[src/rtl/nvram_pkg.sv]
// constants, opcodes and phase codes for the serial nvram command port
// assumes a 100 MHz system clock that oversamples the spi pins
package nvram_pkg;
  localparam int unsigned CLK_HZ       = 100_000_000;
  localparam int unsigned SCK_MAX_HZ   = 20_000_000;
  localparam int unsigned ADDR_W       = 11;
  localparam int unsigned FIFO_DEPTH   = 8;
  localparam int unsigned WORD_W       = ADDR_W + 8;
  localparam logic [7:0]  OP_SET_WEN   = 8'h06;
  localparam logic [7:0]  OP_CLR_WEN   = 8'h04;
  localparam logic [7:0]  OP_RD_STATUS = 8'h05;
  localparam logic [7:0]  OP_WR_STATUS = 8'h01;
  localparam logic [7:0]  OP_RD_MEM    = 8'h03;
  localparam logic [7:0]  OP_WR_MEM    = 8'h02;
  localparam int unsigned SR_PIN_EN    = 7;
  localparam int unsigned SR_BP_HI     = 3;
  localparam int unsigned SR_BP_LO     = 2;
  localparam int unsigned SR_WEN       = 1;
  localparam logic        PROT_RESET   = 1'b0;
  localparam logic        WEN_RESET    = 1'b0;
  localparam logic [10:0] QUARTER_BASE = 11'h600;
  localparam logic [10:0] HALF_BASE    = 11'h400;
  localparam logic [2:0]  LAST_BIT     = 3'h7;

  typedef enum logic [7:0] {
    PH_IDLE    = 8'h01,
    PH_OPCODE  = 8'h02,
    PH_ADDR    = 8'h04,
    PH_WR_DATA = 8'h08,
    PH_RD_DATA = 8'h10,
    PH_ST_OUT  = 8'h20,
    PH_ST_IN   = 8'h40,
    PH_DISCARD = 8'h80
  } phase_type;
endpackage

[src/rtl/stream_if.sv]
// valid/ready word stream between the command port and its write fifo
// assumes both ends sit on the same system clock
`timescale 1ns/1ps
interface stream_if #(parameter int W = 19) ();
  logic         valid;
  logic         ready;
  logic [W-1:0] data;
  modport src (output valid, output data, input ready);
  modport snk (input valid, input data, output ready);
endinterface

[src/rtl/nvram_cmd_port.sv]
// spi slave command front end of a 2K x 8 serial nvram
// assumes spi pins arrive asynchronously and are oversampled by clock;
// memory array sits outside: writes leave through a fifo, reads by address
`timescale 1ns/1ps
module nvram_cmd_port
  import nvram_pkg::*;
#(
  parameter int DEPTH = FIFO_DEPTH
) (
  input  wire logic              clock,
  input  wire logic              rst,
  input  wire logic              cs_n,
  input  wire logic              sck,
  input  wire logic              si,
  output wire logic              so,
  output wire logic              so_oe,
  input  wire logic              wp_n,
  output wire logic              mem_wr_valid,
  input  wire logic              mem_wr_ready,
  output wire logic [ADDR_W-1:0] mem_wr_addr,
  output wire logic [7:0]        mem_wr_data,
  output wire logic [ADDR_W-1:0] mem_rd_addr,
  input  wire logic [7:0]        mem_rd_data,
  output wire logic [7:0]        status_byte,
  output wire logic              mode3_active
);

  typedef struct packed {
    logic [1:0]        cs_s;
    logic [1:0]        sck_s;
    logic [1:0]        si_s;
    logic [1:0]        wp_s;
    logic              cs_d;
    logic              sck_d;
    phase_type         phase;
    logic [7:0]        cmd;
    logic [7:0]        in_sh;
    logic [2:0]        bit_cnt;
    logic              addr_hi;
    logic [ADDR_W-1:0] addr;
    logic [7:0]        out_sh;
    logic              so;
    logic              armed;
    logic              mode3;
    logic              wen;
    logic              pin_en;
    logic              bp_hi;
    logic              bp_lo;
    logic              halted;
    logic              push;
    logic [WORD_W-1:0] push_word;
  } port_state_type;

  port_state_type r_r;
  port_state_type r_nxt;
  logic           cs_fall;
  logic           cs_rise;
  logic           sck_rise;
  logic           sck_fall;
  logic           selected;
  logic           byte_end;
  logic [7:0]     shifted;
  logic [7:0]     out_src;
  logic           out_phase;
  logic           wq_ready;

  stream_if #(.W(WORD_W)) wq_in ();
  stream_if #(.W(WORD_W)) wq_out ();

  // ----------------------------------------
  // decode helpers
  // ----------------------------------------
  // status image; unused bits are constant zero
  function automatic logic [7:0] status_of(input port_state_type s);
    logic [7:0] b;
    b             = 8'h00;
    b[SR_PIN_EN]  = s.pin_en;
    b[SR_BP_HI]   = s.bp_hi;
    b[SR_BP_LO]   = s.bp_lo;
    b[SR_WEN]     = s.wen;
    return b;
  endfunction

  // block protect decode, also used by the checks below
  function automatic logic is_protected(input logic hi, input logic lo, input logic [ADDR_W-1:0] a);
    logic p;
    p = 1'b0;
    unique case ({hi, lo})
      2'b00: p = 1'b0;
      2'b01: p = (a >= QUARTER_BASE);
      2'b10: p = (a >= HALF_BASE);
      2'b11: p = 1'b1;
    endcase
    return p;
  endfunction

  function automatic logic is_known_op(input logic [7:0] op);
    return (op == OP_SET_WEN) || (op == OP_CLR_WEN) || (op == OP_RD_STATUS) ||
           (op == OP_WR_STATUS) || (op == OP_RD_MEM) || (op == OP_WR_MEM);
  endfunction

  // ----------------------------------------
  // edges of the synchronised pins
  // ----------------------------------------
  // only the second sync stage is looked at; first stage feeds it alone
  // limitation: output lags a pin fall by up to three clocks, so halves need four
  assign cs_fall   = r_r.cs_d && !r_r.cs_s[1];
  assign cs_rise   = !r_r.cs_d && r_r.cs_s[1];
  assign sck_rise  = r_r.sck_s[1] && !r_r.sck_d;
  assign sck_fall  = !r_r.sck_s[1] && r_r.sck_d;
  assign selected  = !r_r.cs_s[1] && (r_r.phase != PH_IDLE);
  assign shifted   = {r_r.in_sh[6:0], r_r.si_s[1]};
  assign byte_end  = selected && sck_rise && r_r.armed && (r_r.phase != PH_DISCARD) &&
                     (r_r.bit_cnt == LAST_BIT);
  assign out_phase = (r_r.phase == PH_RD_DATA) || (r_r.phase == PH_ST_OUT);
  assign out_src   = (r_r.phase == PH_RD_DATA) ? mem_rd_data : status_of(r_r);

  // ----------------------------------------
  // command sequencer
  // ----------------------------------------
  // one pass per system clock; the serial clock only shows up as edges
  always_comb begin
    r_nxt       = r_r;
    r_nxt.cs_s  = {r_r.cs_s[0], cs_n};
    r_nxt.sck_s = {r_r.sck_s[0], sck};
    r_nxt.si_s  = {r_r.si_s[0], si};
    r_nxt.wp_s  = {r_r.wp_s[0], wp_n};
    r_nxt.cs_d  = r_r.cs_s[1];
    r_nxt.sck_d = r_r.sck_s[1];
    r_nxt.push  = 1'b0;
    if (cs_rise) begin
      // latch drops only once the command is framed by deselect
      if ((r_r.cmd == OP_CLR_WEN) || (r_r.cmd == OP_WR_STATUS) || (r_r.cmd == OP_WR_MEM)) begin
        r_nxt.wen = 1'b0;
      end
      r_nxt.phase = PH_IDLE;
    end else if (cs_fall) begin
      r_nxt.phase   = PH_OPCODE;
      r_nxt.mode3   = r_r.sck_s[1];
      r_nxt.armed   = !r_r.sck_s[1];
      r_nxt.cmd     = 8'h00;
      r_nxt.bit_cnt = 3'h0;
      r_nxt.addr_hi = 1'b0;
      r_nxt.halted  = 1'b0;
      r_nxt.so      = 1'b0;
    end else if (selected) begin
      if (sck_fall) begin
        r_nxt.armed = 1'b1;
        if (out_phase) begin
          // fresh byte on the first falling edge of each output byte
          if (r_r.bit_cnt == 3'h0) begin
            r_nxt.so     = out_src[7];
            r_nxt.out_sh = {out_src[6:0], 1'b0};
          end else begin
            r_nxt.so     = r_r.out_sh[7];
            r_nxt.out_sh = {r_r.out_sh[6:0], 1'b0};
          end
        end
      end
      if (sck_rise && r_r.armed && (r_r.phase != PH_DISCARD)) begin
        r_nxt.in_sh   = shifted;
        r_nxt.bit_cnt = r_r.bit_cnt + 3'h1;
      end
      if (byte_end) begin
        unique case (r_r.phase)
          PH_OPCODE: begin
            if (is_known_op(shifted)) begin
              r_nxt.cmd = shifted;
            end
            if (shifted == OP_SET_WEN) begin
              r_nxt.wen   = 1'b1;
              r_nxt.phase = PH_DISCARD;
            end else if (shifted == OP_CLR_WEN) begin
              r_nxt.phase = PH_DISCARD;
            end else if (shifted == OP_RD_STATUS) begin
              r_nxt.phase = PH_ST_OUT;
            end else if (shifted == OP_WR_STATUS) begin
              r_nxt.phase = PH_ST_IN;
            end else if ((shifted == OP_RD_MEM) || (shifted == OP_WR_MEM)) begin
              r_nxt.phase = PH_ADDR;
            end else begin
              r_nxt.phase = PH_DISCARD;
            end
          end
          PH_ADDR: begin
            // top five bits of the high byte are dropped
            if (!r_r.addr_hi) begin
              r_nxt.addr[ADDR_W-1:8] = shifted[ADDR_W-9:0];
              r_nxt.addr_hi          = 1'b1;
            end else begin
              r_nxt.addr[7:0] = shifted;
              r_nxt.phase     = (r_r.cmd == OP_RD_MEM) ? PH_RD_DATA : PH_WR_DATA;
            end
          end
          PH_WR_DATA: begin
            // a byte that meets a protected block, a clear latch or a full
            // fifo stops the burst; later bytes are dropped silently
            if (r_r.wen && !r_r.halted && wq_ready &&
                !is_protected(r_r.bp_hi, r_r.bp_lo, r_r.addr)) begin
              r_nxt.push      = 1'b1;
              r_nxt.push_word = {r_r.addr, shifted};
              r_nxt.addr      = r_r.addr + 1'b1;
            end else begin
              r_nxt.halted = 1'b1;
            end
          end
          PH_RD_DATA: begin
            r_nxt.addr = r_r.addr + 1'b1;
          end
          PH_ST_IN: begin
            // pin protects the status only when its enable is set
            if (r_r.wen && !(r_r.pin_en && !r_r.wp_s[1])) begin
              r_nxt.pin_en = shifted[SR_PIN_EN];
              r_nxt.bp_hi  = shifted[SR_BP_HI];
              r_nxt.bp_lo  = shifted[SR_BP_LO];
            end
            r_nxt.phase = PH_DISCARD;
          end
          PH_ST_OUT: begin
            r_nxt.phase = PH_ST_OUT;
          end
          default: begin
            r_nxt.phase = PH_DISCARD;
          end
        endcase
      end
    end
  end

  // ----------------------------------------
  // state register
  // ----------------------------------------
  // deselected sync levels at reset so no false select edge appears
  always_ff @(posedge clock or posedge rst) begin
    if (rst) begin
      r_r        <= '0;
      r_r.cs_s   <= 2'b11;
      r_r.cs_d   <= 1'b1;
      r_r.phase  <= PH_IDLE;
      r_r.wen    <= WEN_RESET;
      r_r.pin_en <= PROT_RESET;
      r_r.bp_hi  <= PROT_RESET;
      r_r.bp_lo  <= PROT_RESET;
    end else begin
      r_r <= r_nxt;
    end
  end

  // ----------------------------------------
  // write fifo and outputs
  // ----------------------------------------
  assign wq_in.valid  = r_r.push;
  assign wq_in.data   = r_r.push_word;
  assign wq_ready     = wq_in.ready;
  assign mem_wr_valid = wq_out.valid;
  assign wq_out.ready = mem_wr_ready;
  assign mem_wr_addr  = wq_out.data[WORD_W-1:8];
  assign mem_wr_data  = wq_out.data[7:0];

  word_fifo #(
    .W     (WORD_W),
    .DEPTH (DEPTH)
  ) u_write_fifo (
    .clock (clock),
    .rst   (rst),
    .in_s  (wq_in),
    .out_s (wq_out)
  );

  // pin released outside read phases and whenever deselected
  assign so           = r_r.so;
  assign so_oe        = out_phase && !r_r.cs_s[1];
  assign mem_rd_addr  = r_r.addr;
  assign status_byte  = status_of(r_r);
  assign mode3_active = r_r.mode3;

  // ----------------------------------------
  // checks
  // ----------------------------------------
  a_wen_set_cmd: assert property (@(posedge clock) disable iff (rst)
    byte_end && (r_r.phase == PH_OPCODE) && (shifted == OP_SET_WEN) |=> status_byte[SR_WEN])
    else $error("set write enable did not set flag");
  a_wen_clear_end: assert property (@(posedge clock) disable iff (rst)
    cs_rise && ((r_r.cmd == OP_CLR_WEN) || (r_r.cmd == OP_WR_MEM)) |=> !r_r.wen [*2])
    else $error("flag not cleared at deselect");
  a_bad_op_discard: assert property (@(posedge clock) disable iff (rst)
    byte_end && (r_r.phase == PH_OPCODE) && !is_known_op(shifted) |=> (r_r.phase == PH_DISCARD))
    else $error("unknown opcode not discarded");
  a_discard_quiet: assert property (@(posedge clock) disable iff (rst)
    (r_r.phase == PH_DISCARD) || (r_r.phase == PH_IDLE) |-> !so_oe)
    else $error("output driven outside read phase");
  a_deselect_release: assert property (@(posedge clock) disable iff (rst)
    cs_rise |=> !so_oe ##1 !so_oe)
    else $error("output not released after deselect");
  a_mode_capture: assert property (@(posedge clock) disable iff (rst)
    cs_fall |=> (mode3_active == $past(r_r.sck_s[1])))
    else $error("mode not taken from clock level");
  a_addr_low_take: assert property (@(posedge clock) disable iff (rst)
    byte_end && (r_r.phase == PH_ADDR) && r_r.addr_hi |=> (mem_rd_addr[7:0] == $past(shifted)))
    else $error("low address byte not taken");
  a_burst_wrap: assert property (@(posedge clock) disable iff (rst)
    byte_end && (r_r.phase == PH_RD_DATA) |=> (mem_rd_addr == $past(r_r.addr) + 1'b1))
    else $error("read burst address did not step");
  a_push_needs_wen: assert property (@(posedge clock) disable iff (rst)
    r_r.push |-> r_r.wen && !is_protected(r_r.bp_hi, r_r.bp_lo, r_r.push_word[WORD_W-1:8]))
    else $error("write pushed without enable or into protected block");
  a_msb_lead: assert property (@(posedge clock) disable iff (rst)
    selected && sck_fall && out_phase && (r_r.bit_cnt == 3'h0) |=> (so == $past(out_src[7])))
    else $error("output byte not led by msb");
  a_status_zeros: assert property (@(posedge clock) disable iff (rst)
    (status_byte[6:4] == 3'h0) && !status_byte[0])
    else $error("fixed status bits not zero");

  // framing and write-path checks; each one is reached by the bench scenarios
  a_opcode_first: assert property (@(posedge clock) disable iff (rst)
    cs_fall |=> (r_r.phase == PH_OPCODE) && (r_r.bit_cnt == 3'h0))
    else $error("select did not start an opcode byte");
  a_addr_high_take: assert property (@(posedge clock) disable iff (rst)
    byte_end && (r_r.phase == PH_ADDR) && !r_r.addr_hi |=>
    (mem_rd_addr[ADDR_W-1:8] == $past(shifted[ADDR_W-9:0])))
    else $error("high address bits not taken");
  a_status_read_go: assert property (@(posedge clock) disable iff (rst)
    byte_end && (r_r.phase == PH_OPCODE) && (shifted == OP_RD_STATUS) |=> (r_r.phase == PH_ST_OUT))
    else $error("status read did not enter output phase");
  a_status_keeps_wen: assert property (@(posedge clock) disable iff (rst)
    byte_end && (r_r.phase == PH_ST_IN) |=> (r_r.wen == $past(r_r.wen)))
    else $error("status write changed the flag");
  a_status_wr_clear: assert property (@(posedge clock) disable iff (rst)
    cs_rise && (r_r.cmd == OP_WR_STATUS) |=> !status_byte[SR_WEN])
    else $error("flag not cleared after status write");
  a_discard_no_count: assert property (@(posedge clock) disable iff (rst)
    (r_r.phase == PH_DISCARD) && sck_rise |=> (r_r.bit_cnt == $past(r_r.bit_cnt)))
    else $error("input counted after discard");
  // a halted burst must neither write nor move its address
  a_halt_holds: assert property (@(posedge clock) disable iff (rst)
    r_r.halted && (r_r.phase == PH_WR_DATA) |=> !r_r.push && $stable(r_r.addr))
    else $error("halted burst still advanced");

  c_status_read: cover property (@(posedge clock) disable iff (rst)
    (r_r.phase == PH_ST_OUT) && so_oe && sck_fall);
  c_memory_push: cover property (@(posedge clock) disable iff (rst) r_r.push);
  c_bad_opcode: cover property (@(posedge clock) disable iff (rst)
    byte_end && (r_r.phase == PH_OPCODE) && !is_known_op(shifted));
  c_mode3_select: cover property (@(posedge clock) disable iff (rst) cs_fall && r_r.sck_s[1]);
endmodule

[src/rtl/word_fifo.sv]
// flip-flop fifo with valid/ready on both sides
// assumes depth is a power of two so pointers wrap on their own
`timescale 1ns/1ps
module word_fifo #(
  parameter int W     = 19,
  parameter int DEPTH = 8
) (
  input wire logic clock,
  input wire logic rst,
  stream_if.snk    in_s,
  stream_if.src    out_s
);
  localparam int PW = $clog2(DEPTH);

  typedef struct packed {
    logic [DEPTH-1:0][W-1:0] mem;
    logic [PW-1:0]           wp;
    logic [PW-1:0]           rp;
    logic [PW:0]             cnt;
  } fifo_state_type;

  fifo_state_type r_r;
  fifo_state_type r_nxt;
  logic           push;
  logic           pop;

  // ----------------------------------------
  // handshakes
  // ----------------------------------------
  assign in_s.ready  = (r_r.cnt != (PW+1)'(DEPTH));
  assign out_s.valid = (r_r.cnt != '0);
  assign out_s.data  = r_r.mem[r_r.rp];
  assign push        = in_s.valid && in_s.ready;
  assign pop         = out_s.valid && out_s.ready;

  // next state: write slot, advance pointers, track fill
  always_comb begin
    r_nxt = r_r;
    if (push) begin
      r_nxt.mem[r_r.wp] = in_s.data;
      r_nxt.wp          = r_r.wp + 1'b1;
    end
    if (pop) begin
      r_nxt.rp = r_r.rp + 1'b1;
    end
    r_nxt.cnt = r_r.cnt + (PW+1)'(push) - (PW+1)'(pop);
  end

  always_ff @(posedge clock or posedge rst) begin
    if (rst) begin
      r_r <= '0;
    end else begin
      r_r <= r_nxt;
    end
  end

  a_fifo_fill_bound: assert property (@(posedge clock) disable iff (rst)
    r_r.cnt <= (PW+1)'(DEPTH)) else $error("fifo count beyond depth");
  a_fifo_count_step: assert property (@(posedge clock) disable iff (rst)
    (push && !pop) |=> r_r.cnt == $past(r_r.cnt) + 1'b1) else $error("fifo count did not rise");
endmodule

[config.mk]
export PLATFORM = sky130hd
export DESIGN_NAME = nvram_cmd_port
export DESIGN_NICKNAME = d
export VERILOG_FILES = /design/src/rtl/nvram_pkg.sv /design/src/rtl/stream_if.sv /design/src/rtl/nvram_cmd_port.sv /design/src/rtl/word_fifo.sv
export SDC_FILE = /design/constraint.sdc
export NUM_CORES = 1
export LEC_CHECK = 0
export BUFFER_PORTS_ARGS = -buffer_cell sky130_fd_sc_hd__buf_2
export CORE_UTILIZATION = 50
export CTS_CLUSTER_DIAMETER = 150
export DETAILED_ROUTE_END_ITERATION = 16
export PLACE_DENSITY_LB_ADDON = 0.1
export SYNTH_ARGS = -nofsm -noshare
export SYNTH_HDL_FRONTEND = slang
export SYNTH_SLANG_ARGS = --single-unit
export TNS_END_PERCENT = 10
[constraint.sdc]
create_clock -name clock -period 16.5 [get_ports clock]
set_input_delay 0.825 -clock clock [delete_from_list [all_inputs] [get_ports clock]]
set_output_delay 0.825 -clock clock [all_outputs]
set_load 0.03 [all_outputs]
==> flow_summary_export.csv <==
group,metric,value,unit
global_route,met3_usage,3.07,%
floorplanning,core-area,22600,sq um
power,finalPower,1.50,mW
finish,area_growth,11.9,%
floorplanning,dieHeight,154,um
logic_synthesis,postSynthCellCount,836,
sta,finalMaxSlewViolations,0,
place,gp_congestion,0.855,
logic_synthesis,synth_area,11500,sq um
finish,diodes,0,
floorplanning,start_util,50.9,%
logic_synthesis,synth.largest_area_cell,"dfrtp_1",
global_route,grt_max_degree,162,
logic_synthesis,synth_ff_type,"dfrtp_1",
sta,timing.setup.tns,0,ns
global_route,grt_pass1_wl,40000,um
sta,max_freq,0.289,GHz
power,leakagePower,6.19,nW
route,routedWlPerCell,20.8,um
global_route,grt-ovfl-total,0,
sta,finalClockSkew,0.00970,ns
sta,setup_viol,0,
power,combPwrFrac,13.1,%
logic_synthesis,synthDistinctLibCells,59,
clock_tree,numCtsBuffers,27,
place,dp_hpwl,15600,um
power,powerDensity,116,nW/um^2
place,port_buffers,52,
floorplanning,die_area,23700,sq um
global_route,antenna_found_initial,0,
route,via_count,6873,
route,drtIter0Drc,309,
power,ir_drop,102,uV
floorplanning,io_pins,57,
power,switching_share,24.9,%
power,pwr-share-clk,44.2,%
global_route,busiest_layer,"met2",
power,p_int,1.12,mW
worst_setup_path,crit_path_top_delay_cell,"buf_4",
logic_synthesis,synth.area.top_cells,"dfrtp_1 52%, mux2_2 19%, mux4_2 7.4%",
worst_setup_path,critical_path_class,"reg2out",
clock_tree,cts.sinks,245,
logic_synthesis,syn_area_per_cell,13.8,sq um
route,drc,0,
worst_setup_path,cp-start-kind,"flop",
worst_setup_path,crit_chain,"buf_4 > mux4_2 > mux2_2 > buf_2",
worst_setup_path,cpPeakStageDelay,0.58,ns
clock_tree,ctsHoldBuffers,0,
min_path,min_path_type,"reg2reg",
clock_tree,clk_pin_slew,0.06,ns
sta,finalHoldViolCount,0,
route,viasPerCell,5.88,
finish,final_cell_mix,"239 x dfrtp_1, 198 x mux2_2, 52 x buf_2",
clock_tree,cts.repair.resized,0,
finish,fillers,1776,
finish,layout_commonest_cell,"dfrtp_1",
sta,hold_ws,0.351,ns
global_route,grtUsageMet1,27.8,%
floorplanning,die_w,154,um
global_route,grt_usage,21.5,%
worst_setup_path,arrival,2.64,ns
outcome,status,"completed",
power,seq_power_share,42.7,%
route,totalWireLength,24200,um
worst_setup_path,cp_top_family,"multiplexers",
floorplanning,placementRows,55,
route,first_pass_iters,5,
logic_synthesis,ys_warn_count,0,
run,drv_cap,0,
power,p_switching,0.372,mW
logic_synthesis,synth_edf_count,0,
worst_setup_path,crit_path_end_kind,"primary output",
global_route,grt_pass1_vias,7316,
clock_tree,cts_buffer_depth,3,
finish,drive_gt1_share,42.7,%
clock_tree,root_buffer,"clkbuf_16",
finish,fin_nets,894,
clock_tree,cts_tree,"built",
route,postRouteAntennaNets,0,
clock_tree,postCtsSetupRepairBufs,0,
logic_synthesis,netlist.area_leader.share,52.3,%
sta,grt_setup_unrepaired,"no",
finish,post-route-util,57.0,%
worst_setup_path,cp_max_fo,35,
logic_synthesis,yosysSeqAreaShare,53.2,%
logic_synthesis,ys_ff_latch,245,
worst_setup_path,crit_buf_inv,2,
sta,period_needed,3.47,ns
global_route,met2_usage,37.7,%
sta,relSlewSlack,19.4,%
sta,tightestPinTransition,1.21,ns
logic_synthesis,async_reset_ff_share,100,%
clock_tree,h-tree-depth,1,
sta,finalCritPeriodShare,21.0,%
worst_setup_path,worstPathRequired,15.67,ns
clock_tree,clock_latency,0.53,ns
## final timing paths
check,from,endpoint,slack (ns),cells after the start
max in group asynchronous,rst,u_write_fifo.r_r[5],14.10,3
min reg2reg,r_nxt[82],r_nxt[75],0.35,0
min in group asynchronous,rst,r_nxt[80],0.49,2
max,u_write_fifo.r_r[4],mem_wr_data[0],13.03,4
max reg2reg,r_r[74],wq_in.data[16],13.39,5
min,r_nxt[82],r_nxt[75],0.35,0
## Yosys cell counts, drive strengths merged, types with 14 or more instances
cell type  instances
a21oi             16
buf               48
clkbuf            22
dfrtp            241
ha                15
inv               22
mux2             208
mux4              38
nand2             27
nand3             15
nor2              14
o21ai             17
## worst reg2reg max path, cell delays in order, from the launching register on
cell and delay, ns:
dfrtp_1 0.42, or4_1 0.74, nor4_4 0.35, nand2b_2 0.12
nor3_4 0.91, mux2_2 0.44
## sequential cells by signal, indices dropped and copies added (netlist names), 4 cells and up
register	count
r_r	40
wq_in.data	19
mem_rd_addr	11
u_write_fifo.r_r	162
status_byte	4
r_nxt	6
## cell families after synthesis
group,share of synthesized area [%]
AND/OR/NAND/NOR,7.15
adder cells (fa/ha/maj),1.80
AO/OA/AOI/OAI,4.62
multiplexers,28.5
buffers and inverters,3.99
XOR/XNOR,0.684
flip-flops,53.2
other,0.0325
## layout make-up
cell class,instances,area (sq um),area share (%)
Clock buffer,40,795,6.16
Clock inverter,9,198,1.53
Inverter,22,90.1,0.698
Multi-Input combinational cell,502,4960,38.5
Sequential cell,245,6140,47.6
Tap cell,285,357,2.76
Timing Repair Buffer,65,358,2.77
## layer usage
layer | vias up | share of wire, %
met5 | - | 0
met4 | 0 | 2.5
met3 | 53 | 3.8
met2 | 151 | 50
met1 | 3574 | 44
li1 | 3095 | -
## power by group through the flow
stage               sequential [mW]  clock (mW)  combinational, mW
finish                        0.639       0.661              0.196
detailed placement            0.650           0              0.201
floorplan                     0.639           0              0.160
global placement              0.648           0              0.199
global route                  0.642       0.704              0.216
CTS                           0.640       0.676              0.202
## metrics by stage
stage               std cells  setup WS [ns]  area (sq um)
floorplan                 839           8.95         11500
global placement         1119          13.40         11900
detailed placement       1119          13.38         11900
CTS                      1168          12.96         12900
global route             1168          12.86         12900
finish                   1168          13.03         12900
(Power assumes the default switching activity.)
